--- config.mk ---
export PLATFORM = sky130hd
export DESIGN_NAME = gcs_switchover_mux
export DESIGN_NICKNAME = d
export VERILOG_FILES = /design/src/gcs_pkg.sv /design/src/gcs_switchover_mux.sv /design/src/gcs_edge_track.sv /design/src/gcs_out_gate.sv
export SDC_FILE = /design/constraint.sdc
export NUM_CORES = 1
export LEC_CHECK = 0
export ABC_CLOCK_PERIOD_IN_PS = 3500
export BUFFER_PORTS_ARGS = -buffer_cell sky130_fd_sc_hd__buf_4
export CORE_MARGIN = 3
export CORE_UTILIZATION = 58
export DETAILED_ROUTE_END_ITERATION = 8
export GPL_TIMING_DRIVEN = 1
export PLACE_DENSITY = 0.84
export SYNTH_ARGS = -nofsm -noshare
export SYNTH_HDL_FRONTEND = slang
export SYNTH_SLANG_ARGS = --single-unit
--- constraint.sdc ---
create_clock -name clk -period 3.5 [get_ports clk]
set_input_delay 0.7 -clock clk [delete_from_list [all_inputs] [get_ports clk]]
set_output_delay 0.7 -clock clk [all_outputs]
set_load 0.02 [all_outputs]
--- src/gcs_pkg.sv ---
`default_nettype none
package gcs_pkg;
  // ==========================================================
  // fanout and select
  localparam int FANOUT_WIDTH = 10;
  localparam logic SEL_RESET = 1'h0; // input a after reset
  localparam logic LEVEL_RESET = 1'h0;
  localparam logic STRAP_RESET = 1'h0;

  // ==========================================================
  // stage lengths, counted in edges of an input clock
  localparam logic [2:0] CNT_RESET = 3'h0;
  localparam logic [2:0] DRAIN_PULSES = 3'h4; // old pulses
  localparam logic [2:0] DEAD_NEW_EDGES = 3'h3; // old silent
  localparam logic [2:0] HIGH_HOLD_PULSES = 3'h2;
  localparam logic [2:0] LOW_EDGES = 3'h3; // new falls, low
  localparam logic [4:0] SWITCH_MAX_CYCLES = 5'h11; // 17

  // ==========================================================
  // carriers
  typedef struct packed {
    logic level; // last valid level
    logic rise;  // one-cycle rising edge
    logic fall;  // one-cycle falling edge
  } gcs_obs_type;

  typedef struct packed {
    logic [FANOUT_WIDTH-1:0] q;  // true outputs
    logic [FANOUT_WIDTH-1:0] qn; // complement outputs
  } gcs_fanout_type;

  typedef enum logic [1:0] {
    ST_FOLLOW,
    ST_DRAIN,
    ST_HOLD_HIGH,
    ST_HOLD_LOW
  } gcs_state_type;
endpackage
`default_nettype wire

--- src/gcs_switchover_mux.sv ---
`timescale 1ns/1ps
`default_nettype none
// Notes on behaviour
// - runt-free switch completes within 17 cycles of the new clock.
// - with suppression strapped off, select switches the input at once.
// - a too-weak selected input holds the output at its last level.
// - floating or static input gives a steady output, never odd levels.
// - running switch: follow old, then low for new pulses, then new.
// - old stuck high: high for new pulses, low for falls, then new.
// - stretched cycle high and low each exceed half a new period.
// - old stuck low: low for some new falling edges, then new.
// - failed weak input switches by its last valid level.
// - both inputs handled identically, either may be primary.
// - select is asynchronous and synchronised; stage counts may vary.
// - enable low: output goes low after next falling edge.
// - enable high: output resumes after next falling edge.
// - power-on reset puts the switch machine in a known state.
module gcs_switchover_mux (
  input wire logic clk, // system clock, 50 MHz
  input wire logic sys_rst, // async reset, high
  input wire logic ce, // clock enable, freezes all
  input wire logic clockInputA, // first clock input
  input wire logic clockInputB, // second clock input
  input wire logic ampOkA, // input a swing is valid
  input wire logic ampOkB, // input b swing is valid
  input wire logic select, // async select, 0 = a
  input wire logic enable, // output enable, high
  input wire logic porDelayStrap, // high: runt suppression off
  output gcs_pkg::gcs_fanout_type fanout, // ten outputs
  output logic runtSuppression, // suppression active
  output logic switchBusy // switchover in progress
);
  import gcs_pkg::*;

  // ==========================================================
  // choose one observation by index
  function automatic gcs_obs_type pick_obs(
    input logic sel,
    input gcs_obs_type a,
    input gcs_obs_type b
  );
    pick_obs = sel ? b : a;
  endfunction

  gcs_obs_type obsA;
  gcs_obs_type obsB;
  gcs_state_type state;
  gcs_state_type next_state;
  logic curSel;
  logic next_curSel;
  logic [2:0] cnt;
  logic [2:0] next_cnt;
  logic [2:0] deadCnt;
  logic [2:0] next_deadCnt;
  logic selMeta;
  logic selSync;
  logic strapTaken;
  logic bypass;
  logic muxLevel;

  // ==========================================================
  // input observers, one per input, identical
  gcs_edge_track u_track_a (
    .clk(clk),
    .sys_rst(sys_rst),
    .ce(ce),
    .clockPin(clockInputA),
    .ampOk(ampOkA),
    .obs(obsA)
  );

  gcs_edge_track u_track_b (
    .clk(clk),
    .sys_rst(sys_rst),
    .ce(ce),
    .clockPin(clockInputB),
    .ampOk(ampOkB),
    .obs(obsB)
  );

  // followed input and the other one
  wire gcs_obs_type selObs = pick_obs(curSel, obsA, obsB);
  wire gcs_obs_type othObs = pick_obs(~curSel, obsA, obsB);
  wire wantSwitch = selSync != curSel;
  wire drainDone = selObs.fall && cnt == DRAIN_PULSES - 3'h1;
  wire oldDead = othObs.rise && !selObs.rise &&
    deadCnt == DEAD_NEW_EDGES - 3'h1;

  // ==========================================================
  // select synchroniser, the first flop feeds only the second
  always_ff @(posedge clk or posedge sys_rst) begin
    if (sys_rst) begin
      selMeta <= SEL_RESET;
      selSync <= SEL_RESET;
    end else if (ce) begin
      selMeta <= select;
      selSync <= selMeta;
    end
  end

  // ==========================================================
  // strap is caught once, on the first enabled edge after reset
  always_ff @(posedge clk or posedge sys_rst) begin
    if (sys_rst) begin
      strapTaken <= 1'h0;
      bypass <= STRAP_RESET;
    end else if (ce && !strapTaken) begin
      strapTaken <= 1'h1;
      bypass <= porDelayStrap;
    end
  end

  // ==========================================================
  // switchover sequencing; every count step is gated by an
  // edge of an input clock, never by the system clock alone
  always_comb begin
    next_state = state;
    next_curSel = curSel;
    next_cnt = cnt;
    next_deadCnt = deadCnt;
    case (state)
      ST_FOLLOW: begin
        if (!strapTaken) begin
          next_curSel = curSel;
        end else if (bypass) begin
          next_curSel = selSync;
        end else if (wantSwitch) begin
          next_state = ST_DRAIN;
          next_cnt = CNT_RESET;
          next_deadCnt = CNT_RESET;
        end
      end
      ST_DRAIN: begin
        // select went back before the old clock was dropped
        if (!wantSwitch) begin
          next_state = ST_FOLLOW;
        end else if (drainDone) begin
          next_state = ST_HOLD_LOW;
          next_curSel = ~curSel;
          next_cnt = CNT_RESET;
        end else if (selObs.fall || selObs.rise) begin
          next_cnt = selObs.fall ? cnt + 3'h1 : cnt;
          next_deadCnt = CNT_RESET;
        end else if (oldDead) begin
          // old input silent: branch on its last valid level
          next_state = selObs.level ? ST_HOLD_HIGH : ST_HOLD_LOW;
          next_curSel = ~curSel;
          next_cnt = CNT_RESET;
        end else if (othObs.rise) begin
          next_deadCnt = deadCnt + 3'h1;
        end
      end
      ST_HOLD_HIGH: begin
        // leave high only on a new fall after full pulses
        if (selObs.fall && cnt == HIGH_HOLD_PULSES) begin
          next_state = ST_HOLD_LOW;
          next_cnt = CNT_RESET;
        end else if (selObs.rise && cnt != HIGH_HOLD_PULSES) begin
          next_cnt = cnt + 3'h1;
        end
      end
      ST_HOLD_LOW: begin
        if (selObs.fall) begin
          next_cnt = cnt + 3'h1;
          if (cnt == LOW_EDGES - 3'h1) begin
            next_state = ST_FOLLOW;
          end
        end
      end
      default: begin
        next_state = ST_FOLLOW;
      end
    endcase
  end

  // ==========================================================
  // machine state, known after reset
  always_ff @(posedge clk or posedge sys_rst) begin
    if (sys_rst) begin
      state <= ST_FOLLOW;
      curSel <= SEL_RESET;
      cnt <= CNT_RESET;
      deadCnt <= CNT_RESET;
    end else if (ce) begin
      state <= next_state;
      curSel <= next_curSel;
      cnt <= next_cnt;
      deadCnt <= next_deadCnt;
    end
  end

  // ==========================================================
  // output level: follow the chosen input or hold a stage level
  wire following = state == ST_FOLLOW || state == ST_DRAIN;
  assign muxLevel = following ? selObs.level :
    state == ST_HOLD_HIGH;

  gcs_out_gate u_gate (
    .clk(clk),
    .sys_rst(sys_rst),
    .ce(ce),
    .enable(enable),
    .muxLevel(muxLevel),
    .fanout(fanout)
  );

  // status, combinational from registered state
  assign runtSuppression = strapTaken & ~bypass;
  assign switchBusy = state != ST_FOLLOW;

  // ==========================================================
  // helper: new-clock rises seen since the switch began
  logic [4:0] swRises;
  wire tgtRise = state == ST_DRAIN ? othObs.rise : selObs.rise;

  always_ff @(posedge clk or posedge sys_rst) begin
    if (sys_rst) begin
      swRises <= 5'h00;
    end else if (ce) begin
      if (state == ST_FOLLOW) begin
        swRises <= 5'h00;
      end else if (tgtRise && swRises != 5'h1F) begin
        swRises <= swRises + 5'h01;
      end
    end
  end

  // ==========================================================
  // checks
  a_switch_bound: assert property (
    @(posedge clk) disable iff (sys_rst)
    swRises <= SWITCH_MAX_CYCLES)
    else $error("switchover took more than 17 new cycles");

  a_bypass_direct: assert property (
    @(posedge clk) disable iff (sys_rst)
    (bypass && strapTaken && ce) |=>
      curSel == $past(selSync) && state == ST_FOLLOW)
    else $error("plain mux did not follow select");

  a_drain_low: assert property (
    @(posedge clk) disable iff (sys_rst)
    ($past(state) == ST_DRAIN && state == ST_HOLD_LOW &&
      $past(selObs.fall)) |-> curSel != $past(curSel))
    else $error("old clock not dropped on its fall");

  a_hold_levels: assert property (
    @(posedge clk) disable iff (sys_rst)
    (state == ST_HOLD_HIGH |-> muxLevel) and
    (state == ST_HOLD_LOW |-> !muxLevel))
    else $error("stage level wrong during switchover");

  a_stretch_exit: assert property (
    @(posedge clk) disable iff (sys_rst)
    ($past(state) == ST_HOLD_HIGH && state == ST_HOLD_LOW) |->
      $past(selObs.fall) && $past(cnt) == HIGH_HOLD_PULSES)
    else $error("stretched high phase cut short");

  a_low_exit: assert property (
    @(posedge clk) disable iff (sys_rst)
    ($past(state) == ST_HOLD_LOW && state == ST_FOLLOW) |->
      $past(selObs.fall) && $past(cnt) == LOW_EDGES - 3'h1)
    else $error("low stage left off a falling edge");

  a_dead_branch: assert property (
    @(posedge clk) disable iff (sys_rst)
    ($past(state) == ST_DRAIN && state == ST_HOLD_HIGH) |->
      $past(selObs.level) && $past(oldDead))
    else $error("high hold entered without a dead high input");

  a_sel_match: assert property (
    @(posedge clk) disable iff (sys_rst)
    (state == ST_FOLLOW && strapTaken && !wantSwitch) |->
      muxLevel == (selSync ? obsB.level : obsA.level))
    else $error("output not from the selected input");

  a_dead_low: assert property (
    @(posedge clk) disable iff (sys_rst)
    ($past(state) == ST_DRAIN && state == ST_HOLD_LOW &&
      !$past(drainDone)) |-> $past(oldDead) && !$past(selObs.level))
    else $error("low hold entered without a dead low input");

  a_busy_start: assert property (
    @(posedge clk) disable iff (sys_rst)
    $rose(switchBusy) |-> $past(wantSwitch) && !$past(bypass))
    else $error("switchover began without a synchronised select");

  a_strap_once: assert property (
    @(posedge clk) disable iff (sys_rst)
    $past(strapTaken) |-> $stable(bypass))
    else $error("strap mode changed after it was caught");

  a_bypass_idle: assert property (
    @(posedge clk) disable iff (sys_rst)
    (strapTaken && bypass) |-> !switchBusy)
    else $error("plain mux entered a staged switchover");

  a_reverse_keep: assert property (
    @(posedge clk) disable iff (sys_rst)
    ($past(state) == ST_DRAIN && state == ST_FOLLOW) |->
      curSel == $past(curSel))
    else $error("cancelled switch moved the input");
endmodule
`default_nettype wire

--- src/gcs_edge_track.sv ---
`timescale 1ns/1ps
`default_nettype none
module gcs_edge_track (
  input wire logic clk, // system clock
  input wire logic sys_rst, // async reset, high
  input wire logic ce, // clock enable
  input wire logic clockPin, // sampled input clock
  input wire logic ampOk, // amplitude above threshold
  output gcs_pkg::gcs_obs_type obs // level and edges
);
  import gcs_pkg::*;

  logic level;
  logic prevLevel;

  // ==========================================================
  // dead-input guard: a weak input freezes at its last level,
  // so a floating pin can never make edges or odd levels
  always_ff @(posedge clk or posedge sys_rst) begin
    if (sys_rst) begin
      level <= LEVEL_RESET;
      prevLevel <= LEVEL_RESET;
    end else if (ce) begin
      if (ampOk) begin
        level <= clockPin;
      end
      prevLevel <= level;
    end
  end

  // edges come only from the held level
  assign obs.level = level;
  assign obs.rise = ce & level & ~prevLevel;
  assign obs.fall = ce & ~level & prevLevel;

  // ==========================================================
  // checks
  a_weak_hold: assert property (
    @(posedge clk) disable iff (sys_rst)
    !ampOk |=> level == $past(level))
    else $error("level moved while amplitude was low");

  a_static_quiet: assert property (
    @(posedge clk) disable iff (sys_rst)
    (!ampOk ##1 !ampOk) |-> !(obs.rise || obs.fall))
    else $error("edge seen from a dead input");
endmodule
`default_nettype wire

--- src/gcs_out_gate.sv ---
`timescale 1ns/1ps
`default_nettype none
module gcs_out_gate (
  input wire logic clk, // system clock
  input wire logic sys_rst, // async reset, high
  input wire logic ce, // clock enable
  input wire logic enable, // output enable, high
  input wire logic muxLevel, // chosen clock level
  output gcs_pkg::gcs_fanout_type fanout // ten copies
);
  import gcs_pkg::*;

  logic gateOpen;
  logic prevMux;
  wire muxFall = ~muxLevel & prevMux;
  // the gate only moves on a falling edge: no runt either way
  wire next_gateOpen = muxFall ? enable : gateOpen;
  wire next_level = next_gateOpen & muxLevel;

  // ==========================================================
  // gate and registered fanout
  always_ff @(posedge clk or posedge sys_rst) begin
    if (sys_rst) begin
      gateOpen <= LEVEL_RESET;
      prevMux <= LEVEL_RESET;
      fanout.q <= '0;
      fanout.qn <= '1;
    end else if (ce) begin
      gateOpen <= next_gateOpen;
      prevMux <= muxLevel;
      fanout.q <= {FANOUT_WIDTH{next_level}};
      fanout.qn <= {FANOUT_WIDTH{~next_level}};
    end
  end

  // ==========================================================
  // checks
  a_gate_close: assert property (
    @(posedge clk) disable iff (sys_rst)
    $fell(gateOpen) |-> $past(muxFall) && !$past(enable))
    else $error("gate closed away from a falling edge");

  a_gate_open: assert property (
    @(posedge clk) disable iff (sys_rst)
    $rose(gateOpen) |-> $past(muxFall) && $past(enable))
    else $error("gate opened away from a falling edge");

  a_fanout_same: assert property (
    @(posedge clk) disable iff (sys_rst)
    fanout.q == {FANOUT_WIDTH{fanout.q[0]}} && fanout.qn == ~fanout.q)
    else $error("fanout copies differ");
endmodule
`default_nettype wire

==> summary.txt, run 1 <==
Final layout
  – Filler cells: ~180
  – Layout cell share with drive strength beyond 1: 0.352
  – Area delta synth->final: 8.15%
  – Post-Layout Cell Count: about 190
  – Most common cell after layout, fill and taps aside: buf_4
  – Commonest cells after routing, fill and taps aside: buf_4 (31), dfrtp_1 (20), mux2_2 (9), nor2_1 (9), inv_1 (8)
  – Antenna diode count: 0
  – Fin nets: between 150 and 200
  – Final Cell Area: approximately 1600 um^2

Clock network
  – Clock Pin Slew Worst Setup and Hold Paths: between 0.1 and 0.15 ns
  – CTS tree: yes
  – Skew-Pair Late Insertion Delay: ~0.31 ns
  – H-Tree Depth: 1
  – Setup bufs post-CTS: 0
  – Hold Buf Count CTS: 0
  – Root Driver: clkbuf_4
  – CTS Buf Count: 3
  – Clock Path Buffers: 2
  – Clock sink count: 21
  – Resize count post-CTS: 0

STA
  – Rel. slew slack: 0.461
  – Hold Slack: between 0.5 and 0.6 ns
  – Setup_tns: 0 ns
  – Final setup violation count: 0
  – Tcrit/Tclk final: 0.607
  – Max-slew violation count: 0
  – RSZ-0062 raised after global routing: false
  – Worst-margin pin slew: 0.807 ns
  – Final Skew: roughly 0.0025 ns
  – Final hold violation count: 0
  – Fmax achieved: 471 MHz
  – Min Tclk post-route: roughly 2.1 ns

GRT
  – GR Overflow Total: 0
  – Gr usage total: 0.192
  – Initial antenna violation count: 0
  – Vias in the first global route: around 1100
  – First-pass GRT wire length: a little over 5 mm
  – Largest net degree at the start of global routing: 28

Synthesis
  – Yosys warns: 0
  – Syn_nets: 170
  – Seq cells post-synth: 21
  – Distinct cells, synth: between 40 and 50
  – Register area share after synthesis: 0.347
  – Gate Count Post-Synth: ~160
  – Post-synthesis average cell area: roughly 10 um^2
  – Synthesized area: around 1500 um^2
  – Async S/R FF share, synth: 1.00
  – Ys flop type: dfrtp_1
  – Post-synth EDFFs: 0

Worst setup path
  – Top cell family by delay on the critical path: flip-flops
  – Slowest cell delay on critical path: between 0.5 and 0.6 ns
  – CP Data Required Time: about 2.8 ns
  – Critical Setup Path Class: flip-flop to output port
  – Data arrival time of the worst path: between 1 and 1.5 ns
  – CP Max Fanout: 11
  – Setup crit end kind: output port
  – CP max stage cell: dfrtp_1
  – WP buf/inv: 1
  – CP Cell Sequence: or2_2 -> buf_4
  – Startpoint Class: flip-flop

Place
  – Post-DP HPWL: between 2 and 2.5 mm
  – # port buffers: 31
  – Area after DPL: about 1600 um^2
  – Global placement routability congestion: a little under 0.9
  – Dpl cells: around 190

Detailed routing
  – Drt pass-1 iters: 4
  – DRT iter0 DRCs: 51
  – Total wire length: around 3 mm
  – DRC: 0
  – Via density: 6.03
  – Routed len/inst: 15.6 um
  – Vias: around 1200
  – Antenna-violating nets left: 0

Run
  – Max-cap violations: 0

Power
  – Leak: between 0.0007 and 0.0008 uW
  – Total power: ~1100 uW
  – PwrDens: between 600 and 700 nW/um^2
  – Worst VDD drop: approximately 0.00045 V

Run status
  – Status: complete, no violations

Die
  – DIE AREA: about 3300 um^2
  – I/O pin count: 32
  – Core box area: about 2300 um^2
  – Initial Util: 0.650
  – Die H: 57.2 um
  – Die W: approximately 57 um
  – # rows: 17

Hold path
  – Hold Path Class: flip-flop to flip-flop
==> flip-flops by register name, indices dropped and copies added, names as in the netlist, named ones only <==
register             flops
u_gate.prevMux           1
state                    1
u_gate.gateOpen          1
bypass                   1
strapTaken               1
u_track_b.level          1
deadCnt                  3
u_track_b.prevLevel      1
u_gate.fanout            2
curSel                   1
u_track_a.level          1
u_track_a.prevLevel      1
cnt                      3
selMeta                  1
selSync                  1
==> power breakdown <==
group          switching (uW)  internal, uW
Combinational             318           263
Sequential                112           314
Clock                    79.3          42.7
==> cells by family (layout without fill, tap and decap cells) <==
logic type | after synthesis | in the layout | synth area share
mux | 14 | 14 | 0.103
flops | 21 | 21 | 0.347
buf+inv | 33 | 43 | 0.133
simple gates | 49 | 49 | 0.190
fa+ha+maj | 5 | 5 | 0.0412
compound gates | 32 | 32 | 0.169
xor+xnor | 1 | 1 | 0.0181
==> cells in the mapped netlist, types with 3 or more instances <==
cell type,count,area share
inv_1,8,0.020
o21a_1,5,0.025
buf_4,19,0.094
nor2_1,9,0.022
nor3_1,3,0.0099
nand2_1,7,0.017
or2_2,3,0.012
ha_1,5,0.041
nor2b_1,6,0.025
nand3_1,4,0.013
buf_2,5,0.016
dfrtp_1,20,0.33
mux2i_1,4,0.026
mux2_2,9,0.067
a21oi_1,4,0.013
==> layer usage <==
layer / GRT usage / routed length [um] / vias to the layer above
li1: - / - / 558
met2: 0.341 / 1580 / 34
met5: 0 / 0 / -
met1: 0.240 / 1260 / 570
met3: 0.0226 / 131 / 2
met4: 0.0662 / 29 / 0
==> through the flow <==
step,utilization,setup WS [ns]
3_3_place_gp,0.691,1.43
4_1_cts,0.703,1.37
6_report,0.703,1.38
5_1_grt,0.703,1.29
2_1_floorplan,-,1.59
3_5_place_dp,0.691,1.36
==> cell type report <==
cell class / count / area (um^2) / share of cell area
clock buffers: 3 / 22.5 / 0.0137
clock inverters: 1 / 5.00 / 0.00304
inverters: 8 / 30.0 / 0.0183
multi-input cells: 101 / 792 / 0.482
flip-flops and latches: 21 / 527 / 0.320
well taps: 28 / 35.0 / 0.0213
repair buffers: 31 / 233 / 0.142
==> path summary, 6_finish.rpt <==
check | start | endpoint | slack (ns) | cells past startpoint
setup / recovery | state[0] | switchBusy | 1.38 | 2
max in group asynchronous | sys_rst | cnt[2] | 2.47 | 2
min in group asynchronous | sys_rst | u_gate.prevMux | 0.53 | 2
setup reg to reg | curSel | deadCnt[1] | 1.44 | 5
hold / removal | u_gate.prevMux | u_gate.prevMux | 0.52 | 1
hold reg to reg | u_gate.prevMux | u_gate.prevMux | 0.52 | 1
(Power assumes the default switching activity.)
==> run 2: changes to the inputs <==
Settings changed: ABC_AREA from default to 1, ABC_CLOCK_PERIOD_IN_PS 3500 to 1740, CORE_UTILIZATION 58 to 50, PLACE_DENSITY 0.84 to 0.76.
Clock period 3.5 ns to 1.74 ns, I/O delays scaled along.
==> run 2 against run 1 <==
Compared with the run above: sequential power is 91% higher; non-clock buffer count rose by 7; die area grew 21%; area after synthesis rose by 6.3%; sequential share of layout area fell by 3.1 points; critical path type unchanged; critical endpoint unchanged; largest cell class unchanged; highest routed layer unchanged.
==> summary.txt, run 2 <==
Clock network
  – H-Tree Depth: 1 (unchanged)
  – Clock Path Buffers: 2 (unchanged)
  – Skew-Pair Late Insertion Delay: 0.32 ns (about the same)
  – Root Driver: clkbuf_4
  – CTS Buf Count: 3 (unchanged)
  – Clock Pin Slew Worst Setup and Hold Paths: 0.13 ns (about the same)
  – CTS tree: yes
  – Clock sink count: 21 (unchanged)

Synthesis
  – Register area share after synthesis: 0.326 (-0.0207)
  – Distinct cells, synth: 33 (-30%)
  – Seq cells post-synth: 21 (unchanged)
  – Largest cells by area after synthesis: dfrtp_1 (31%), nand2_1 (12%), buf_4 (8.8%), inv_1 (4.9%), nand3_1 (4.3%)
  – Gate Count Post-Synth: 206 (+33%)
  – Synth top area share: 0.310 (-0.0196)
  – Post-synth top area cell: dfrtp_1
  – Synthesized area: 1620 um^2 (+6.3%)
  – Ys flop type: dfrtp_1
  – Post-synthesis average cell area: 7.85 um^2 (-20%)
  – Post-synth EDFFs: 0 (unchanged)
  – Async S/R FF share, synth: 1.00 (unchanged)
  – Syn_nets: 221 (+30%)
  – Most frequent cells after synthesis: nand2_1 (51), inv_1 (21), dfrtp_1 (20), buf_4 (19), nand3_1 (14)
  – Count leader, synth: nand2_1
  – Yosys warns: 0 (unchanged)

Power
  – Worst VDD drop: 0.000954 V (+110%)
  – Leak: 0.000938 uW (+28%)
  – PwrDens: 1530 nW/um^2 (+120%)

GRT
  – Met1 Use GR: 0.225 (-0.0150)
  – Vias in the first global route: 1172 (+4.6%)
  – Gr usage total: 0.161 (-0.0313)
  – GR Layer Usage met3: 0.0396 (+0.0169)
  – Layer carrying the most global-route usage: met2
  – Met2 usage: 0.244 (-0.0972)
  – GR Overflow Total: 0 (unchanged)
  – Largest net degree at the start of global routing: 17 (-39%)
  – Initial antenna violation count: 0 (unchanged)
  – First-pass GRT wire length: 5.19 mm (+3.0%)

Final layout
  – Filler cells: 271 (+51%)
  – Reg area: 529 um^2 (+0.48%)
  – Multi-input logic area: 835 um^2 (+5.4%)
  – Post-Layout Cell Count: 270 (+40%)
  – Fin nets: 242 (+34%)
  – Most common cell after layout, fill and taps aside: nand2_1
  – Layout cell share with drive strength beyond 1: 0.363 (+0.0113)
  – Regs by FF count: cnt (3), deadCnt (3), u_gate.fanout (2)
  – Commonest cells after routing, fill and taps aside: nand2_1 (51), buf_4 (37), inv_1 (21), dfrtp_1 (18)
  – Area delta synth->final: 13.2%
  – Antenna diode count: 0 (unchanged)

Die
  – # rows: 20 (+3)
  – I/O pin count: 32 (unchanged)
  – DIE AREA: 3950 um^2 (+21%)
  – Initial Util: 0.525 (-0.125)
  – Core box area: 3080 um^2 (+32%)
  – Die W: 62.9 um (+9.9%)
  – Die H: 62.9 um (+9.9%)

STA
  – Max-slew violation count: 0 (unchanged)
  – RSZ-0062 raised after global routing: false
  – Worst-margin pin slew: 0.375 ns (-0.432 ns)
  – Min Tclk post-route: roughly 1.6 ns
  – Rel. slew slack: 0.750 (+0.288)
  – Hold Slack: 0.207 ns (-0.318 ns)
  – Setup_tns: 0 ns (unchanged)
  – Tcrit/Tclk final: 0.917
  – Fmax achieved: roughly 630 MHz
  – Final setup violation count: 0 (unchanged)
  – Final hold violation count: 0 (unchanged)
  – Worst Slack Setup Final: 0.145 ns (-1.23 ns)
  – Final Skew: 0.00586 ns (+0.00337 ns)

Detailed routing
  – DRC: 0 (unchanged)
  – DRT iter0 DRCs: 67 (+31%)
  – Routed len/inst: 10.7 um (-31%)
  – Total wire length: 2.89 mm (-3.7%)
  – Antenna-violating nets left: 0 (unchanged)
  – Drt pass-1 iters: 4 (unchanged)
  – Vias: 1248 (+7.2%)
  – Via density: 4.62 (-23%)

Worst setup path
  – CP Data Required Time: 1.39 ns (-1.41 ns)
  – Setup crit end kind: output port
  – CP Cell Sequence: inv_2 -> nand2_4 -> buf_4
  – Slowest cell delay on critical path: 0.49 ns (-0.04 ns)
  – Startpoint Class: flip-flop
  – CP Max Fanout: 6 (-5)
  – Critical Setup Path Class: flip-flop to output port
  – Data arrival time of the worst path: 1.25 ns (-0.17 ns)
  – CP max stage cell: dfrtp_1
  – Internal reg-to-reg setup slack: 0.15 ns (-1.29 ns)

Place
  – Dpl ws: 0.121 ns (-1.24 ns)
  – # port buffers: 31 (unchanged)
  – Global placement routability congestion: 0.804 (-9.1%)
  – Post-DP HPWL: 2.20 mm (-4.2%)
  – Dpl cells: 261 (+38%)

Hold path
  – Hold Path Class: input pin to flip-flop

Run status
  – Status: complete, no violations

Run
  – Max-cap violations: 0 (unchanged)
run 2: cell types whose count changed after synthesis, moves of 5 or more:
cell     before  now
nand3_2       0    6
inv_1         8   21
nor2b_1       6    0
o21ai_0       2   13
nand2_4       0    5
nand2_1       7   51
mux2_2        9    0
buf_2         5    0
nand2_2       0   11
o21a_1        5    0
nand3_1       4   14
run 2: worst paths after layout:
kind / to / cells past startpoint / startpoint
hold / removal: u_track_a.level / 2 / ampOkA
min in group asynchronous: u_gate.fanout[10] / 3 / sys_rst
setup / recovery: switchBusy / 3 / flip-flop
max in group asynchronous: cnt[0] / 4 / sys_rst
setup reg to reg: cnt[2] / 9 / curSel
hold reg to reg: u_gate.gateOpen / 2 / u_gate.gateOpen
run 2: final cells by class:
type                       instances  share of cell area
clock buffer                       3              0.0123
clock inverter                     1             0.00410
inverter                          25              0.0513
multi-input combinational        138               0.456
sequential                        21               0.289
tap                               44              0.0301
timing repair buffer              38               0.157
run 2: per-layer routing:
metal,vias up,part of all wire,wire length [um]
li1,678,-,-
met1,546,0.50,1450
met2,19,0.46,1340
met3,5,0.026,76
met4,0,0.010,30
met5,-,0,0
run 2: per-stage QoR:
step	utilization	instance area (um^2)	total power, uW
6_report	0.595	1830	2800
5_1_grt	0.595	1830	3060
4_1_cts	0.582	1790	2760
3_5_place_dp	0.569	1750	2490
3_3_place_gp	0.569	1750	2480
2_1_floorplan	-	1620	2250
run 2: cell families (layout without fill, tap and decap cells):
logic type                 Yosys count  count (layout)  share of synthesized area
DFF                                 21              21                      0.326
adders and majority gates            5               5                     0.0387
buffers and inverters               47              67                      0.163
AOI/OAI and AO/OA                   27              27                      0.108
and+or+nand+nor                    105             105                      0.355
xor gates and xnor gates             1               1                     0.0101
run 2: where the power goes:
| part | total [uW] | internal (uW) | switching [uW] |
|---|---|---|---|
| logic | 1740 | 685 | 1050 |
| clock network | 253 | 87.9 | 165 |
| registers | 814 | 621 | 193 |
| total | 2800 | 1390 | 1410 |
run 2: critical path: cells and delay by family (launching register included):
| kind | cells | cell delay [ns] |
|---|---|---|
| buffers and inverters | 2 | 0.34 |
| flip-flops | 1 | 0.49 |
| AND/OR/NAND/NOR | 1 | 0.09 |
run 2: what timing repair did:
item / CTS / global route
hold endpoints to repair: 8 / 0
hold buffers: 1 / 0
endpoints found under the setup margin: 0 / 8
resized for setup: 0 / 4
buffers inserted: 0 / 4
==> run 3: changes to the inputs <==
Settings changed: BUFFER_PORTS_ARGS -buffer_cell sky130_fd_sc_hd__buf_4 to -buffer_cell sky130_fd_sc_hd__buf_2.
==> run 3 against run 2 <==
Compared with the run above: sequential share of layout area increased by 1.7 points; non-clock buffer count decreased by 3; first-iteration DRC count is 33% lower; count of clock-buffer cells in the layout unchanged; hold slack got worse by 0.18 ns; sequential power is essentially flat; critical endpoint unchanged; setup slack worse by 0.014 ns; clock skew is 0.0098 ns higher.
==> summary.txt, run 3 (same netlist as run 2, synthesis figures left out) <==
STA
  – Tcrit/Tclk final: 0.924 (+0.00790)
  – Final hold violation count: 0 (unchanged)
  – Min Tclk post-route: 1.61 ns (+0.0137 ns)
  – Setup_tns: 0 ns (unchanged)
  – Rel. slew slack: 0.788 (+0.0381)
  – Fmax achieved: 622 MHz (-0.85%)
  – Final Skew: 0.0156 ns (+0.00976 ns)
  – Hold Slack: 0.0264 ns (-0.180 ns)
  – RSZ-0062 raised after global routing: false
  – Worst-margin pin slew: 0.315 ns (-0.0597 ns)
  – Final setup violation count: 0 (unchanged)
  – Max-slew violation count: 0 (unchanged)

GRT
  – Initial antenna violation count: 0 (unchanged)
  – Largest net degree at the start of global routing: 22 (+5)
  – Gr usage total: 0.162 (+0.00115)
  – Vias in the first global route: 1177 (+0.43%)
  – GR Overflow Total: 0 (unchanged)
  – First-pass GRT wire length: 5.18 mm (-0.25%)

Final layout
  – Most common cell after layout, fill and taps aside: nand2_1
  – Post-Layout Cell Count: 267 (-1.1%)
  – Fin nets: 239 (-1.2%)
  – Regs by FF count: cnt (3), deadCnt (3), u_gate.fanout (2)
  – Commonest cells after routing, fill and taps aside: nand2_1 (51), buf_2 (31), inv_1 (21), dfrtp_1 (19), nand3_1 (14)
  – Area delta synth->final: 6.81%
  – Layout cell share with drive strength beyond 1: 0.350 (-0.0131)
  – Antenna diode count: 0 (unchanged)

Run
  – Max-cap violations: 0 (unchanged)

Place
  – Global placement routability congestion: 0.819 (+1.9%)
  – Post-DP HPWL: 2.28 mm (+3.7%)
  – # port buffers: 31 (unchanged)
  – Dpl cells: 262 (+0.38%)

Detailed routing
  – Drt pass-1 iters: 4 (unchanged)
  – DRC: 0 (unchanged)
  – Via density: 4.79 (+3.6%)
  – Routed len/inst: 10.9 um (+2.2%)
  – DRT iter0 DRCs: 45 (-33%)
  – Vias: 1278 (+2.4%)
  – Total wire length: 2.92 mm (+1.0%)
  – Antenna-violating nets left: 0 (unchanged)

Worst setup path
  – Data arrival time of the worst path: 1.26 ns (about the same)
  – Setup crit end kind: output port
  – Startpoint Class: flip-flop
  – WP buf/inv: 2 (unchanged)
  – Slowest cell delay on critical path: 0.51 ns (+0.02 ns)
  – Top cell family by delay on the critical path: flip-flops
  – CP Cell Sequence: inv_2 -> nand2_4 -> buf_2
  – CP Max Fanout: 6 (unchanged)
  – CP Data Required Time: 1.39 ns (about the same)
  – CP max stage cell: dfrtp_1
  – Critical Setup Path Class: flip-flop to output port
  – Internal reg-to-reg setup slack: 0.16 ns (about the same)

Die
  – Initial Util: 0.525 (unchanged)
  – Die H: 62.9 um (unchanged)
  – I/O pin count: 32 (unchanged)
  – # rows: 20 (unchanged)
  – Core box area: 3080 um^2 (unchanged)
  – DIE AREA: 3950 um^2 (unchanged)
  – Die W: 62.9 um (unchanged)

Clock network
  – Clock Pin Slew Worst Setup and Hold Paths: 0.14 ns (about the same)
  – CTS Buf Count: 3 (unchanged)
  – H-Tree Depth: 1 (unchanged)
  – CTS tree: yes
  – Clock Path Buffers: 2 (unchanged)
  – Clock sink count: 21 (unchanged)
  – Skew-Pair Late Insertion Delay: 0.32 ns (about the same)
  – Root Driver: clkbuf_4

Power
  – Worst VDD drop: 0.000864 V (-9.4%)
  – Leak: 0.000896 uW (-4.5%)
  – PwrDens: 1530 nW/um^2 (about the same)

Run status
  – Status: complete, no violations

Hold path
  – Hold Path Class: input pin to async pin
[run 3: changes by cell type in the layout (fill, tap and decap cells not counted)]
cell	before	now
dfrtp_1	18	19
nor2_2	3	2
nand3_1	13	14
dfrtp_2	2	1
buf_4	37	4
dlygate4sd3_1	1	0
buf_2	0	31
nand3_2	7	6
nor2_4	2	3
[run 3: worst paths after layout]
path                                 start               end  cells after the start
setup / recovery                 flip-flop        switchBusy                      3
hold / removal                     sys_rst           selMeta                      3
setup reg to reg                 flip-flop            curSel                      7
hold reg to reg            u_gate.gateOpen   u_gate.gateOpen                      2
max in group asynchronous          sys_rst  u_gate.fanout[0]                      3
min in group clk                    ampOkA   u_track_a.level                      2
[run 3: cell type report]
cell class / instances / area [um^2]
Sequential cell: 21 / 528
Clock buffer: 3 / 22.5
Tap cell: 44 / 55.1
Timing Repair Buffer: 35 / 185
Inverter: 25 / 93.8
Clock inverter: 1 / 7.51
Multi-Input combinational cell: 138 / 835
Fill cell: 301 / 1350
[run 3: worst register-to-register path, stage by stage (launching register included)]
cell and delay [ns]:
dfrtp_1 0.51, inv_2 0.14, nand2_1 0.22, nor2_1 0.08, nor4_1 0.25, nand3_1 0.15
nand2_1 0.08, o21ai_1 0.06
[run 3: routing by layer]
metal	wire, um	track usage	vias to the layer above	part of all wire
li1	-	-	672	-
met2	1380	0.262	23	0.47
met4	31	0.0441	0	0.011
met5	0	0	-	0
met1	1430	0.213	581	0.49
met3	83	0.0414	2	0.028
[run 3: per-stage QoR]
stage	area, um^2	setup slack (ns)	power [uW]	util
detailed placement	1680	0.111	2380	0.546
global route	1730	0.0147	2880	0.561
floorplan	1620	0.312	2250	-
finish	1730	0.132	2640	0.561
global placement	1680	0.139	2350	0.546
CTS	1710	0.0821	2640	0.556
[run 3: repair_timing]
action | in CTS | in global routing
gates resized for setup | 0 | 3
hold buffers | 0 | 0
buffers inserted | 0 | 1
endpoints found under the setup margin | 0 | 10
[run 3: where the power goes]
part,internal [uW],switching [uW],total [uW]
registers,620,192,812
logic,533,1050,1580
clock network,87.7,165,253
